File: config.mk
export PLATFORM = sky130hd
export DESIGN_NAME = hwas_selector
export DESIGN_NICKNAME = d
export VERILOG_FILES = /design/src/hwas_pkg.sv /design/src/hwas_quad_decoder.sv /design/src/hwas_selector.sv
export VERILOG_INCLUDE_DIRS = /design/src /design/src/src
export SDC_FILE = /design/constraint.sdc
export NUM_CORES = 1
export LEC_CHECK = 0
export CAP_MARGIN = 20
export CORE_MARGIN = 10
export CORE_UTILIZATION = 54
export CTS_CLUSTER_SIZE = 10
export DETAILED_ROUTE_END_ITERATION = 16
export DONT_BUFFER_PORTS = 1
export HOLD_SLACK_MARGIN = 0.06
export PLACE_DENSITY = 0.69
export SLEW_MARGIN = 20
export SYNTH_ARGS = -nofsm -noshare
export SYNTH_HDL_FRONTEND = slang
export SYNTH_SLANG_ARGS = --single-unit
File: constraint.sdc
create_clock -name core_clk -period 4.2 [get_ports core_clk]
set_input_delay 0.84 -clock core_clk [delete_from_list [all_inputs] [get_ports core_clk]]
set_output_delay 0.84 -clock core_clk [all_outputs]
set_load 0.1 [all_outputs]
File: src/hwas_cfg.svh
// Register map, field positions, reset values and codes for the selector
`ifndef HWAS_CFG_SVH
`define HWAS_CFG_SVH

`define HWAS_GEN_COUNT      3
`define HWAS_AXIS_COUNT     4
`define HWAS_POS_WIDTH      16

// Register indices; byte address is space base plus four times the index
`define HWAS_IDX_X_SEL      12'h0074
`define HWAS_IDX_Z_SEL      12'h0075
`define HWAS_IDX_GEN_ASSIGN 12'h0075
`define HWAS_IDX_THIRD_SEL  12'h0076
`define HWAS_IDX_FOURTH_SEL 12'h0077
`define HWAS_IDX_GAIN_DIR   12'h0182
`define HWAS_IDX_CONFIG     12'h001F
`define HWAS_IDX_POS0       12'h0100
`define HWAS_IDX_MAP        12'h0104

`define HWAS_DGN_BASE       12'h0000
`define HWAS_PRM_BASE       12'h0800
`define HWAS_DGN_ADDR(i)    (`HWAS_DGN_BASE + ((i) << 2))
`define HWAS_PRM_ADDR(i)    (`HWAS_PRM_BASE + ((i) << 2))

// Field positions
`define HWAS_SEL_BIT        7
`define HWAS_CFG_SLE_BIT    0
`define HWAS_CFG_SPECB_BIT  1
`define HWAS_CFG_NGEN_LSB   2
`define HWAS_CFG_THIRD_BIT  5

// Reset values and codes
`define HWAS_CONFIG_RST     8'h04
`define HWAS_ASSIGN_RST     8'h00
`define HWAS_GAIN_DIR_RST   8'h00
`define HWAS_MODE_HANDLE    3'h1

`endif

File: src/hwas_pkg.sv
// Shared types of the handwheel axis selector
`default_nettype none
package hwas_pkg;
    typedef logic [1:0] hwas_gen_type;
    typedef logic [3:0] hwas_axis_vec_type;
    typedef logic [7:0] hwas_byte_type;
endpackage
`default_nettype wire

File: src/hwas_quad_decoder.sv
// Quadrature decoder for one handwheel generator
`default_nettype none
module hwas_quad_decoder
(
    input  wire logic core_clk,
    input  wire logic resetn,
    input  wire logic phase_a_in,
    input  wire logic phase_b_in,
    output logic      step_pulse,
    output logic      step_dir
);
    logic [1:0] meta_q;
    logic [1:0] sync_q;
    logic [1:0] prev_q;
    logic       step_q;
    logic       step_d;
    logic       dir_q;
    logic       dir_d;

    always_comb
    begin
        // Both phases moving at once is a skipped step: dropped
        step_d = (sync_q != prev_q) && (^(sync_q ^ prev_q));
        dir_d  = step_d ? (prev_q[1] ^ sync_q[0]) : dir_q;
    end

    always_ff @(posedge core_clk or negedge resetn)
    begin
        if (!resetn)
        begin
            meta_q <= 2'h0;
            sync_q <= 2'h0;
            prev_q <= 2'h0;
            step_q <= 1'b0;
            dir_q  <= 1'b0;
        end
        else
        begin
            meta_q <= {phase_a_in, phase_b_in};
            sync_q <= meta_q;
            prev_q <= sync_q;
            step_q <= step_d;
            dir_q  <= dir_d;
        end
    end

    assign step_pulse = step_q;
    assign step_dir   = dir_q;
endmodule
`default_nettype wire

File: src/hwas_selector.sv
// Handwheel axis selector: select decode, axis mapping, APB registers
`include "hwas_cfg.svh"
`default_nettype none

module hwas_selector
(
    input  wire logic                      core_clk,
    input  wire logic                      resetn,
    input  wire logic                      psel,
    input  wire logic                      penable,
    input  wire logic                      pwrite,
    input  wire logic [11:0]               paddr,
    input  wire logic [31:0]               pwdata,
    output logic      [31:0]               prdata,
    output logic                           pready,
    output logic                           pslverr,
    input  wire logic                      x_axis_select,
    input  wire logic                      z_axis_select,
    input  wire logic                      third_axis_select,
    input  wire logic                      fourth_axis_select,
    input  wire logic                      z_gen_select_hi,
    input  wire logic                      z_gen_select_lo,
    input  wire logic                      mode_code_bit2,
    input  wire logic                      mode_code_bit1,
    input  wire logic                      mode_code_bit0,
    input  wire logic [`HWAS_GEN_COUNT-1:0] phase_a_in,
    input  wire logic [`HWAS_GEN_COUNT-1:0] phase_b_in,
    output logic      [`HWAS_AXIS_COUNT-1:0] axis_step,
    output logic      [`HWAS_AXIS_COUNT-1:0] axis_dir
);
    localparam int NG = `HWAS_GEN_COUNT;
    localparam int NA = `HWAS_AXIS_COUNT;
    localparam int PW = `HWAS_POS_WIDTH;

    // Pin synchronisers
    logic [8:0]                   pin_meta_q;
    logic [8:0]                   pin_q;
    hwas_pkg::hwas_axis_vec_type  sel_q;
    logic [2:0]                   mode_q;
    hwas_pkg::hwas_gen_type       zsel_q;

    always_ff @(posedge core_clk or negedge resetn)
    begin
        if (!resetn)
        begin
            pin_meta_q <= 9'h000;
            pin_q      <= 9'h000;
        end
        else
        begin
            pin_meta_q <= {mode_code_bit2, mode_code_bit1, mode_code_bit0,
                           z_gen_select_hi, z_gen_select_lo,
                           fourth_axis_select, third_axis_select,
                           z_axis_select, x_axis_select};
            pin_q      <= pin_meta_q;
        end
    end

    assign sel_q  = pin_q[3:0];
    assign zsel_q = pin_q[5:4];
    assign mode_q = pin_q[8:6];

    // Registers
    hwas_pkg::hwas_byte_type cfg_q;
    hwas_pkg::hwas_byte_type cfg_d;
    hwas_pkg::hwas_byte_type assign_q;
    hwas_pkg::hwas_byte_type assign_d;
    hwas_pkg::hwas_byte_type gain_dir_q;
    hwas_pkg::hwas_byte_type gain_dir_d;
    logic [31:0]             prdata_q;
    logic [31:0]             prdata_d;
    logic                    hit;
    logic                    wr_en;

    logic                    sle;
    logic                    spec_b;
    logic                    third_ok;
    logic [1:0]              ngen;
    logic                    handle_mode;

    assign sle         = cfg_q[`HWAS_CFG_SLE_BIT];
    assign spec_b      = cfg_q[`HWAS_CFG_SPECB_BIT];
    assign third_ok    = cfg_q[`HWAS_CFG_THIRD_BIT];
    assign ngen        = cfg_q[`HWAS_CFG_NGEN_LSB +: 2];
    assign handle_mode = (mode_q == `HWAS_MODE_HANDLE);

    // Axis mapping: generator number per axis, 0 for none
    hwas_pkg::hwas_axis_vec_type sel_eff;
    hwas_pkg::hwas_axis_vec_type pool;
    hwas_pkg::hwas_axis_vec_type rem;
    logic [NG-1:0][NA-1:0]       pick;
    logic [NG-1:0][NA-1:0]       gen_axis;
    hwas_pkg::hwas_gen_type      z_field;
    hwas_pkg::hwas_gen_type      fourth_field;
    logic [NA-1:0][1:0]          axis_src_q;
    logic [NA-1:0][1:0]          axis_src_d;

    assign sel_eff = {sel_q[3], sel_q[2] & third_ok, sel_q[1:0]};
    // Fields above 3 name no generator: Z goes idle, fourth keeps its pool mapping
    assign z_field      = (assign_q[3:2] == 2'h0) ? assign_q[1:0] : 2'h0;
    assign fourth_field = (assign_q[7:6] == 2'h0) ? assign_q[5:4] : 2'h0;

    always_comb
    begin
        // Under spec B the Z axis leaves the selection pool
        pool = spec_b ? (sel_eff & 4'b1101) : sel_eff;
        rem  = pool;
        for (int g = 0; g < NG; g++)
        begin
            pick[g] = rem & (~rem + 4'h1);
            rem     = rem & ~pick[g];
        end
        if (ngen == 2'h3 && !sle)
        begin
            gen_axis = {4'b0100, 4'b0010, 4'b0001};
        end
        else
        begin
            gen_axis[0] = pick[0];
            gen_axis[1] = (ngen >= 2'h2) ? pick[1] : 4'h0;
            gen_axis[2] = (ngen == 2'h3) ? pick[2] : 4'h0;
        end
        axis_src_d = '0;
        for (int a = 0; a < NA; a++)
        begin
            for (int g = 0; g < NG; g++)
            begin
                if (gen_axis[g][a])
                begin
                    axis_src_d[a] = 2'(g + 1);
                end
            end
        end
        if (spec_b)
        begin
            axis_src_d[1] = (zsel_q == 2'h0) ? z_field : zsel_q;
            if (sel_eff[3] && fourth_field != 2'h0)
            begin
                axis_src_d[3] = fourth_field;
            end
        end
        if (!handle_mode)
        begin
            axis_src_d = '0;
        end
    end

    // Step routing and axis positions
    logic [NG-1:0]          gen_step;
    logic [NG-1:0]          gen_dir;
    logic [NA-1:0]          step_q;
    logic [NA-1:0]          step_d;
    logic [NA-1:0]          dir_q;
    logic [NA-1:0]          dir_d;
    logic [NA-1:0][PW-1:0]  pos_q;
    logic [NA-1:0][PW-1:0]  pos_d;

    for (genvar g = 0; g < NG; g++)
    begin : gen_dec
        hwas_quad_decoder u_dec
        (
            .core_clk   (core_clk),
            .resetn     (resetn),
            .phase_a_in (phase_a_in[g]),
            .phase_b_in (phase_b_in[g]),
            .step_pulse (gen_step[g]),
            .step_dir   (gen_dir[g])
        );
    end

    always_comb
    begin
        for (int a = 0; a < NA; a++)
        begin
            step_d[a] = 1'b0;
            dir_d[a]  = dir_q[a];
            pos_d[a]  = pos_q[a];
            if (axis_src_q[a] != 2'h0)
            begin
                step_d[a] = gen_step[axis_src_q[a] - 2'h1];
                // Reverse bit flips the count sense per axis
                dir_d[a]  = gen_dir[axis_src_q[a] - 2'h1] ^ gain_dir_q[a];
            end
            if (step_d[a])
            begin
                pos_d[a] = dir_d[a] ? pos_q[a] + 16'h0001
                                    : pos_q[a] - 16'h0001;
            end
        end
    end

    // APB slave: no wait states, error on unmapped addresses
    always_comb
    begin
        hit      = 1'b1;
        prdata_d = 32'h0000_0000;
        unique case (paddr)
            `HWAS_DGN_ADDR(`HWAS_IDX_X_SEL):
                prdata_d[`HWAS_SEL_BIT] = sel_q[0];
            `HWAS_DGN_ADDR(`HWAS_IDX_Z_SEL):
                prdata_d[`HWAS_SEL_BIT] = sel_q[1];
            `HWAS_DGN_ADDR(`HWAS_IDX_THIRD_SEL):
                prdata_d[`HWAS_SEL_BIT] = sel_q[2];
            `HWAS_DGN_ADDR(`HWAS_IDX_FOURTH_SEL):
                prdata_d[`HWAS_SEL_BIT] = sel_q[3];
            `HWAS_PRM_ADDR(`HWAS_IDX_GEN_ASSIGN):
                prdata_d[7:0] = assign_q;
            `HWAS_PRM_ADDR(`HWAS_IDX_GAIN_DIR):
                prdata_d[7:0] = gain_dir_q;
            `HWAS_PRM_ADDR(`HWAS_IDX_CONFIG):
                prdata_d[7:0] = cfg_q;
            `HWAS_DGN_ADDR(`HWAS_IDX_MAP):
                prdata_d[7:0] = axis_src_q;
            `HWAS_DGN_ADDR(`HWAS_IDX_POS0):
                prdata_d[PW-1:0] = pos_q[0];
            `HWAS_DGN_ADDR(`HWAS_IDX_POS0 + 12'h0001):
                prdata_d[PW-1:0] = pos_q[1];
            `HWAS_DGN_ADDR(`HWAS_IDX_POS0 + 12'h0002):
                prdata_d[PW-1:0] = pos_q[2];
            `HWAS_DGN_ADDR(`HWAS_IDX_POS0 + 12'h0003):
                prdata_d[PW-1:0] = pos_q[3];
            default:
                hit = 1'b0;
        endcase
        if (!(psel && !penable))
        begin
            prdata_d = prdata_q;
        end
        wr_en      = psel && penable && pwrite;
        cfg_d      = cfg_q;
        assign_d   = assign_q;
        gain_dir_d = gain_dir_q;
        if (wr_en && paddr == `HWAS_PRM_ADDR(`HWAS_IDX_CONFIG))
        begin
            cfg_d = pwdata[7:0];
        end
        if (wr_en && paddr == `HWAS_PRM_ADDR(`HWAS_IDX_GEN_ASSIGN))
        begin
            assign_d = pwdata[7:0];
        end
        if (wr_en && paddr == `HWAS_PRM_ADDR(`HWAS_IDX_GAIN_DIR))
        begin
            gain_dir_d = pwdata[7:0];
        end
    end

    always_ff @(posedge core_clk or negedge resetn)
    begin
        if (!resetn)
        begin
            cfg_q      <= `HWAS_CONFIG_RST;
            assign_q   <= `HWAS_ASSIGN_RST;
            gain_dir_q <= `HWAS_GAIN_DIR_RST;
            prdata_q   <= 32'h0000_0000;
            axis_src_q <= '0;
            step_q     <= '0;
            dir_q      <= '0;
            pos_q      <= '0;
        end
        else
        begin
            cfg_q      <= cfg_d;
            assign_q   <= assign_d;
            gain_dir_q <= gain_dir_d;
            prdata_q   <= prdata_d;
            axis_src_q <= axis_src_d;
            step_q     <= step_d;
            dir_q      <= dir_d;
            pos_q      <= pos_d;
        end
    end

    assign prdata    = prdata_q;
    assign pready    = 1'b1;
    assign pslverr   = psel && penable && !hit;
    assign axis_step = step_q;
    assign axis_dir  = dir_q;
endmodule
`default_nettype wire

# ---- Yosys cells after proc, flatten, opt, wreduce, memory -nomap -nowiden
# Cells that the tools add are included.
dict set report word_totals {
  ff_bits 162
  inputBits 64
  output_inout_bits 42
  wordCells 171
}
dict set report classes {
  addsub 15
  order_cmp 5
  eq_ne 17
  muxes 55
  bitwise 21
  reduce_logical 27
}
# op n
set ops {}
lappend ops {{$add A16 B1 Y16 const B} 4}
lappend ops {{$mux W16} 4}
lappend ops {{$sub A16 B1 Y16 const B} 4}
lappend ops {{$eq A12 B11 Y1 const B} 5}
lappend ops {{$pmux W7 S8} 1}
lappend ops {{$eq A12 B9 Y1 const B} 4}
lappend ops {{$eq A12 B12 Y1 const B} 3}
lappend ops {{$pmux W8 S4} 1}
lappend ops {{$mux W2} 15}
lappend ops {{$mux W1} 21}
lappend ops {{$and A4 B4 Y4} 5}
lappend ops {{$not A4 Y4} 5}
lappend ops {{$bmux W1 S2} 8}
lappend ops {{$add A4 B1 Y4 const B} 3}
lappend ops {{$logic_and A1 B1 Y1} 12}
lappend ops {{$lt A2 B3 Y1 const B} 4}
lappend ops {{$mux W12} 1}
lappend ops {{$pmux W1 S12} 1}
lappend ops {{$reduce_or A12 Y1} 1}
lappend ops {{$reduce_bool A2 Y1} 5}
lappend ops {{$mux W4} 2}
lappend ops {{$mux W8} 1}
lappend ops {{$sub A2 B1 Y2 const B} 4}
lappend ops {{$xor A1 B1 Y1} 7}
lappend ops {{9 further kinds} 19}

# ---- Logic depth before layout (Yosys ltp)
# Gate-level depths: netlist of run 1.
dict set report logic_depth {
  ltp_word 22
  ltp_mapped 15
  depth_no_buf 12
}

# ---- Cells and area by module
# Synthesis of run 1 repeated with hierarchy kept, for this count alone.
dict set report unflattened {
  hier_cells 889
  area_unflattened_um2 9077.5
}
# module instances cells_each area_per_inst_um2 seq_area_each_um2
set modules_own_cells {}
lappend modules_own_cells {hwas_selector 1 853 8364.3 3429.5}
lappend modules_own_cells {hwas_quad_decoder 3 12 237.7 200.2}

# ---- Least setup slack after synthesis of run 1
# Ideal clock, no wire load.
dict set report synth_timing {
  path_type {input-to-output}
  start {input port paddr[2]}
  end {output port pslverr}
  arrival_time_ps 4964
  t_required_ps 3360
  path_slack_ps -1604
  cell_stages 6
  n_path_buf 2
  cell_sequence {buf_2 > nor2_1 > and3_1 > clkbuf_1 > or4_1 > nor4_1}
}
dict set report synth_via {
  elab_chain_cells 5
  word_cells_on_any_way 16
  classes_between {eq/ne (12); mux (1); reduce/logical (3)}
}
# element line_no
set synth_lines {}
lappend synth_lines {{from (decl)} hwas_selector.sv:12} ;# input wire logic [11:0] paddr,
lappend synth_lines {{$eq A12 B12 Y1 (tied with other cells)} hwas_selector.sv:197} ;# unique case (paddr)
lappend synth_lines {{$reduce_or A12 Y1 (no line) *} --}
lappend synth_lines {{$mux W1 *} hwas_selector.sv:197}
lappend synth_lines {{$logic_not A1 Y1 *} hwas_selector.sv:275} ;# assign pslverr = psel && penable && !hit;
lappend synth_lines {{$logic_and A1 B1 Y1 *} hwas_selector.sv:275}
lappend synth_lines {{to (decl)} hwas_selector.sv:16} ;# output logic pslverr,
# Mark *: on every way between the ends. The rest lies on a longest branch, timed or not.

# ---- Worst setup path after layout of run 1
dict set report layout_timing {
  start {input port paddr[9]}
  end {output port pslverr}
}
# Same word-level chain as after synthesis.

==> flow_metrics.py, run 1 <==
metrics = {
    "cts": {
        "htreeDepth": 4,
        "cts_num_sinks": 161,
        "clk-insertion-delay-late_ns": 0.43,
        "cts_root_buf": "clkbuf_16",
        "cts_made_buffers": 17,
        "cts.path.max_buffers": 2,
        "cts_tree": "built",
        "cts_resized": 0,
        "hold_buffers": 0,
        "clk_transition_reported_paths_ns": 0.06,
        "cts_setup_buffers": 0,
    },
    "die": {
        "rows": 45,
        "die_w_um": 145,
        "core_area_mm2": 0.0153,
        "die_h_um": 145,
        "ios": 106,
        "initial_core_util": 0.555,
        "dieArea_mm2": 0.0212,
    },
    "power": {
        "p_clk_frac": 0.391,
        "peakVddDrop_mv": 0.386,
        "power_density_mw_per_mm2": 460,
        "p_switching_w": 0.00136,
        "power_frac_comb": 0.139,
        "seqPwrFrac": 0.470,
        "p_leak_nw": 4.15,
        "power.internal_w": 0.00289,
        "switching_share": 0.319,
    },
    "grt": {
        "grt_pass1_wl_mm": 33.6,
        "gr-usage-all-layers": 0.194,
        "grt_max_degree": 162,
        "overflow": 0,
        "grt_pass1_vias": 6046,
        "antenna_found_initial": 0,
    },
    "hold_path": {
        "hold_path_class": "in -> async",
    },
    "worst_setup_path": {
        "critical_path_class": "in -> out",
        "rr_endpoint": "pos_q[58]",
        "crit_required_ns": 3.36,
        "cp.arrival_ns": 2.68,
        "end_kind": "primary output",
        "max_stage_delay_ns": 0.71,
        "cp-start-kind": "primary input",
        "r2r_setup_slack_ns": 0.84,
        "r2r_start": "axis_src_q[6]",
        "crit_family": "simple AND/OR/NAND/NOR gates",
        "reg2reg_depth": 12,
        "crit_chain": "or4b_2 > nor3_1 > and3_1 > or4_1 > nor4_4 > buf_4",
        "critPathMaxFanout": 7,
        "cp_num_buf_inv": 1,
        "slowest_stage": "or4b_2",
    },
    "drt": {
        "finalWirelength_mm": 21.1,
        "via_per_inst": 6.21,
        "first_pass_iters": 5,
        "dr.first_iter.drc_count": 568,
        "via_count": 6364,
        "wl_per_cell_um": 20.5,
        "ant_nets": 0,
        "drc_errors": 0,
    },
    "synthesis": {
        "seq_area_frac_synth": 0.474,
        "synth_edf_count": 0,
        "synthArstFlopShare": 1.00,
        "yosys_most_used_dff": "dfrtp_1",
        "synth_cell_types": 73,
        "syn_avg_cell_area_um2": 10.3,
        "ys_seq_elements": 161,
        "yosysWarnings": 0,
        "syn_inst": 824,
        "synth_area_mm2": 0.00850,
    },
    "final_layout": {
        "antenna_cells": 0,
        "regArea_mm2": 0.00403,
        "postLayoutCellArea_mm2": 0.00922,
        "final_cell_mix": "dfrtp_1 (160), nand2_1 (64), nor2_1 (42)",
        "final_nets": 872,
        "area_delta_synth_final_pct": 8.43,
        "multi_input_area_mm2": 0.00413,
        "drive_gt1_frac": 0.118,
        "nFillCells": 1252,
        "layout_commonest_cell": "dfrtp_1",
    },
    "placement": {
        "place_area_mm2": 0.00859,
        "place_hpwl_mm": 15.0,
        "io_buffers": 0,
        "place_congestion": 0.867,
    },
    "timing": {
        "hold_viol_final": 0,
        "min_period_ns": 3.52,
        "fin_crit_sh": 0.837,
        "fin_tns_setup_ns": 0,
        "fmax_ghz": 0.284,
        "setup_viol": 0,
        "tightest_slew_ns": 0.966,
        "slew_violations": 0,
        "rsz0062_at_grt": "false",
        "fin_worst_skew_ns": 0.00893,
        "slew_headroom": 0.356,
    },
    "run": {
        "drv_cap": 0,
    },
    "outcome": {
        "status": "completed",
    },
}
## per-layer routing
layer	GRT usage	part of all wire	wire length, um	vias to the layer above
met5	0	0	0	-
met4	0.0536	0.015	309	0
met3	0.0568	0.059	1250	22
met2	0.326	0.51	10600	175
met1	0.239	0.42	8870	3213
li1	-	-	-	2954
## kinds of logic (layout without fill, tap and decap cells)
| kind of cell | Yosys count | after routing | share of synthesized area |
|---|---|---|---|
| buffers and inverters | 89 | 64 | 0.0497 |
| adder cells (fa/ha/maj) | 7 | 7 | 0.0103 |
| flip-flops | 161 | 161 | 0.474 |
| AND/OR/NAND/NOR | 295 | 295 | 0.197 |
| multiplexers | 54 | 54 | 0.0769 |
| AO/OA/AOI/OAI | 138 | 138 | 0.111 |
| other | 2 | 17 | 0.000883 |
| XOR/XNOR | 78 | 78 | 0.0803 |
## registers in the layout (all words and copies together) (netlist names)
register,flops
pin_q,9
gen_dec.u_dec.sync_q,6
gain_dir_q,8
prdata,16
gen_dec.u_dec.step_dir,3
cfg_q,8
assign_q,8
pos_q,64
gen_dec.u_dec.step_pulse,3
pin_meta_q,9
axis_dir,4
gen_dec.u_dec.meta_q,6
axis_src_q,7
gen_dec.u_dec.prev_q,6
axis_step,4
## cell type report
cell class	count	area share
inverter	19	0.00773
multi-input combinational	589	0.448
sequential	161	0.437
clock buffer	19	0.0480
tap	211	0.0286
clock inverter	13	0.0201
timing repair buffer	13	0.0106
## cell usage after synthesis (7+ instances only)
library cell	n	share of area
nor4_1	19	0.014
xor2_1	38	0.039
nand4_1	24	0.018
and3_1	14	0.010
a222oi_1	8	0.0094
buf_2	14	0.0082
buf_1	8	0.0035
nor2b_1	7	0.0051
a31oi_1	11	0.0081
xnor2_1	40	0.041
o21ai_0	25	0.015
clkbuf_1	30	0.013
mux2_2	28	0.037
nor2_1	42	0.019
or3_1	21	0.015
buf_4	17	0.015
a21oi_1	33	0.019
dfrtp_1	160	0.47
ha_1	7	0.010
nor3_1	16	0.0094
and4_1	10	0.010
nand3_1	18	0.011
or4_1	18	0.016
inv_1	18	0.0079
nand2_1	64	0.028
mux2i_1	20	0.024
a22oi_1	9	0.0079
## worst max-delay path by stage
| stage | startpoint | end | slack (ns) | cells after the start |
|---|---|---|---|---|
| after floorplan | paddr[2] | pslverr | 0.17 | 6 |
| after global placement | paddr[2] | pslverr | 0.74 | 6 |
| after detailed placement | paddr[2] | pslverr | 0.72 | 6 |
| after CTS | paddr[2] | pslverr | 0.72 | 6 |
| after global routing | axis_src_q[6] | pos_q[58] | 0.59 | 12 |
| final | paddr[9] | pslverr | 0.68 | 6 |
## power by group through the flow
stage	Clock [W]	Combinational, W	Sequential (W)
finish	0.00166	0.000589	0.00200
floorplan	0	0.000562	0.00190
global placement	0	0.000564	0.00202
detailed placement	0	0.000584	0.00202
CTS	0.00169	0.000588	0.00199
global route	0.00176	0.000640	0.00201
## stage by stage
step,hold WS [ns],setup WS (ns),power [W],cells,utilization
6_report,0.106,0.684,0.00425,1025,0.602
5_1_grt,0.0830,0.593,0.00441,1025,0.602
4_1_cts,0.0930,0.717,0.00427,1025,0.602
3_5_place_dp,0.335,0.721,0.00261,993,0.561
3_3_place_gp,0.332,0.741,0.00258,993,0.561
2_1_floorplan,0.331,0.166,0.00246,839,-
No activity file was read; power rests on OpenSTA's default activity.
==> inputs of run 2 (changes only) <==
==> constraint.sdc (replaced) <==
create_clock -name core_clk -period 3.4 [get_ports core_clk]
set_input_delay 0.68 -clock core_clk [delete_from_list [all_inputs] [get_ports core_clk]]
set_output_delay 0.68 -clock core_clk [all_outputs]
set_load 0.1 [all_outputs]
==> run 2 against run 1 <==
The run now ends with negative hold slack left; sequential share of layout area fell by 0.16 points; global-route usage rose by 0.49 points; worst hold slack got worse by 0.16 ns; count of clock-buffer cells in the layout rose by 1; power rose by 18%; non-clock buffer count rose by 7; combinational power rose by 24%; routed wire length fell by 0.11%; die area did not move; final area rose by 0.37%; via count rose by 1.5%; largest power group unchanged.
==> flow_metrics.py, run 2 (synthesized netlist as in run 1, its figures left out) <==
metrics = {
    "final_layout": {
        "final_cell_mix": "dfrtp_1 (160), nand2_1 (64), nor2_1 (41)",
        "area_delta_synth_final_pct": 8.83,
        "layout_commonest_cell": "dfrtp_1",
        "final_nets": 879,
        "nFillCells": 1266,
        "antenna_cells": 0,
        "largest_reg_flops": 64,
        "top_register": "pos_q",
        "drive_gt1_frac": 0.133,
        "postLayoutCellArea_mm2": 0.00926,
    },
    "grt": {
        "grt_pass1_vias": 6321,
        "gr-usage-all-layers": 0.199,
        "grt_max_degree": 162,
        "overflow": 0,
        "antenna_found_initial": 0,
        "grt_pass1_wl_mm": 34.5,
    },
    "worst_setup_path": {
        "r2r_setup_slack_ns": 0.28,
        "reg2reg_depth": 11,
        "end_kind": "flop",
        "critPathMaxFanout": 7,
        "cp.arrival_ns": 3.47,
        "rr_endpoint": "pos_q[44]",
        "r2r_start": "axis_src_q[4]",
        "crit_required_ns": 3.75,
        "critical_path_class": "reg -> reg",
        "cp-start-kind": "flop",
    },
    "die": {
        "rows": 45,
        "die_h_um": 145,
        "initial_core_util": 0.555,
        "die_w_um": 145,
        "dieArea_mm2": 0.0212,
        "ios": 106,
        "core_area_mm2": 0.0153,
    },
    "power": {
        "p_leak_nw": 4.16,
        "power_density_mw_per_mm2": 543,
        "switching_share": 0.329,
        "peakVddDrop_mv": 0.647,
        "seqPwrFrac": 0.490,
        "p_switching_w": 0.00165,
        "power.internal_w": 0.00337,
        "power_frac_comb": 0.146,
        "p_clk_frac": 0.364,
    },
    "drt": {
        "drc_errors": 0,
        "wl_per_cell_um": 20.4,
        "via_count": 6459,
        "first_pass_iters": 6,
        "finalWirelength_mm": 21.0,
        "dr.first_iter.drc_count": 632,
        "ant_nets": 0,
        "via_per_inst": 6.26,
    },
    "timing": {
        "slew_violations": 0,
        "hold_viol_final": 160,
        "tightest_slew_ns": 0.981,
        "slew_headroom": 0.346,
        "rsz0062_at_grt": "false",
        "hold_ws_ns": -0.0509,
        "min_period_ns": 3.12,
        "fin_crit_sh": 0.918,
        "fin_worst_skew_ns": 0.00904,
        "fmax_ghz": 0.320,
        "setup_viol": 0,
    },
    "cts": {
        "cts.path.max_buffers": 2,
        "cts_num_sinks": 161,
        "cts_root_buf": "clkbuf_16",
        "cts_setup_buffers": 0,
        "cts_tree": "built",
        "cts_made_buffers": 17,
        "clk_transition_reported_paths_ns": 0.07,
        "htreeDepth": 4,
        "clk-insertion-delay-late_ns": 0.43,
    },
    "placement": {
        "place_congestion": 0.921,
        "place_area_mm2": 0.00868,
        "place_hpwl_mm": 15.3,
        "io_buffers": 0,
    },
    "run": {
        "drv_cap": 0,
    },
    "hold_path": {
        "hold_path_class": "in -> async",
    },
    "outcome": {
        "status": "finished with violations",
        "violations": "negative hold slack",
    },
}
[run 2: area by class of cell]
cell class / count / area (um^2) / share of cell area
timing repair buffer: 20 / 163 / 0.0176
multi-input combinational: 589 / 4160 / 0.450
tap: 211 / 264 / 0.0285
clock buffer: 20 / 457 / 0.0493
clock inverter: 12 / 110 / 0.0119
sequential: 161 / 4030 / 0.435
inverter: 19 / 71.3 / 0.00771
[run 2: power by group through the flow]
stage                     sequential [W]  combinational (W)  clock (W)
after floorplan                  0.00235           0.000697          0
after global placement           0.00249           0.000703          0
after detailed placement         0.00250           0.000723          0
after CTS                        0.00246           0.000727    0.00187
after global routing             0.00249           0.000816    0.00195
final                            0.00246           0.000732    0.00183
[run 2: worst max-delay path by stage]
stage,start,end,slack [ns],depth (start not counted)
floorplan,paddr[10],pslverr,-0.05,6
global placement,axis_src_q[6],pos_q[56],0.34,11
detailed placement,axis_src_q[6],pos_q[58],0.23,12
CTS,axis_src_q[6],pos_q[58],0.20,12
global route,axis_src_q[4],pos_q[44],0.02,11
finish,axis_src_q[4],pos_q[44],0.28,11
[run 2: through the flow]
| stage | worst slack, ns | utilization | instances | setup TNS (ns) | total power (W) |
|---|---|---|---|---|---|
| after floorplan | -0.0497 | - | 839 | -0.0497 | 0.00305 |
| after global placement | 0.337 | 0.567 | 1000 | 0 | 0.00319 |
| after detailed placement | 0.228 | 0.567 | 1000 | 0 | 0.00322 |
| after CTS | 0.200 | 0.604 | 1032 | 0 | 0.00505 |
| after global routing | 0.0163 | 0.604 | 1032 | 0 | 0.00526 |
| final | 0.280 | 0.604 | 1032 | 0 | 0.00502 |
[run 2: critical path, cell delays in order, from the launching register on]
cell and delay [ns]:
dfrtp_1 0.48, inv_1 0.08, ha_1 0.34, a21oi_1 0.05, a211o_1 0.28, a31oi_1 0.25, xnor2_1 0.10, ha_1 0.28
nor4_1 0.46, nand4bb_1 0.24, o32ai_1 0.31, xor2_1 0.17
[run 2: metal layers]
layer	track usage	vias to the layer above	wire length [um]
met5	0	-	0
met3	0.0612	36	1600
li1	-	2971	-
met2	0.318	259	10200
met4	0.0789	0	548
met1	0.247	3193	8710
[run 2: repair_timing]
action	CTS	global route
endpoints found under the setup margin	0	2
gates resized for setup	0	1
endpoints found under the hold margin	160	160
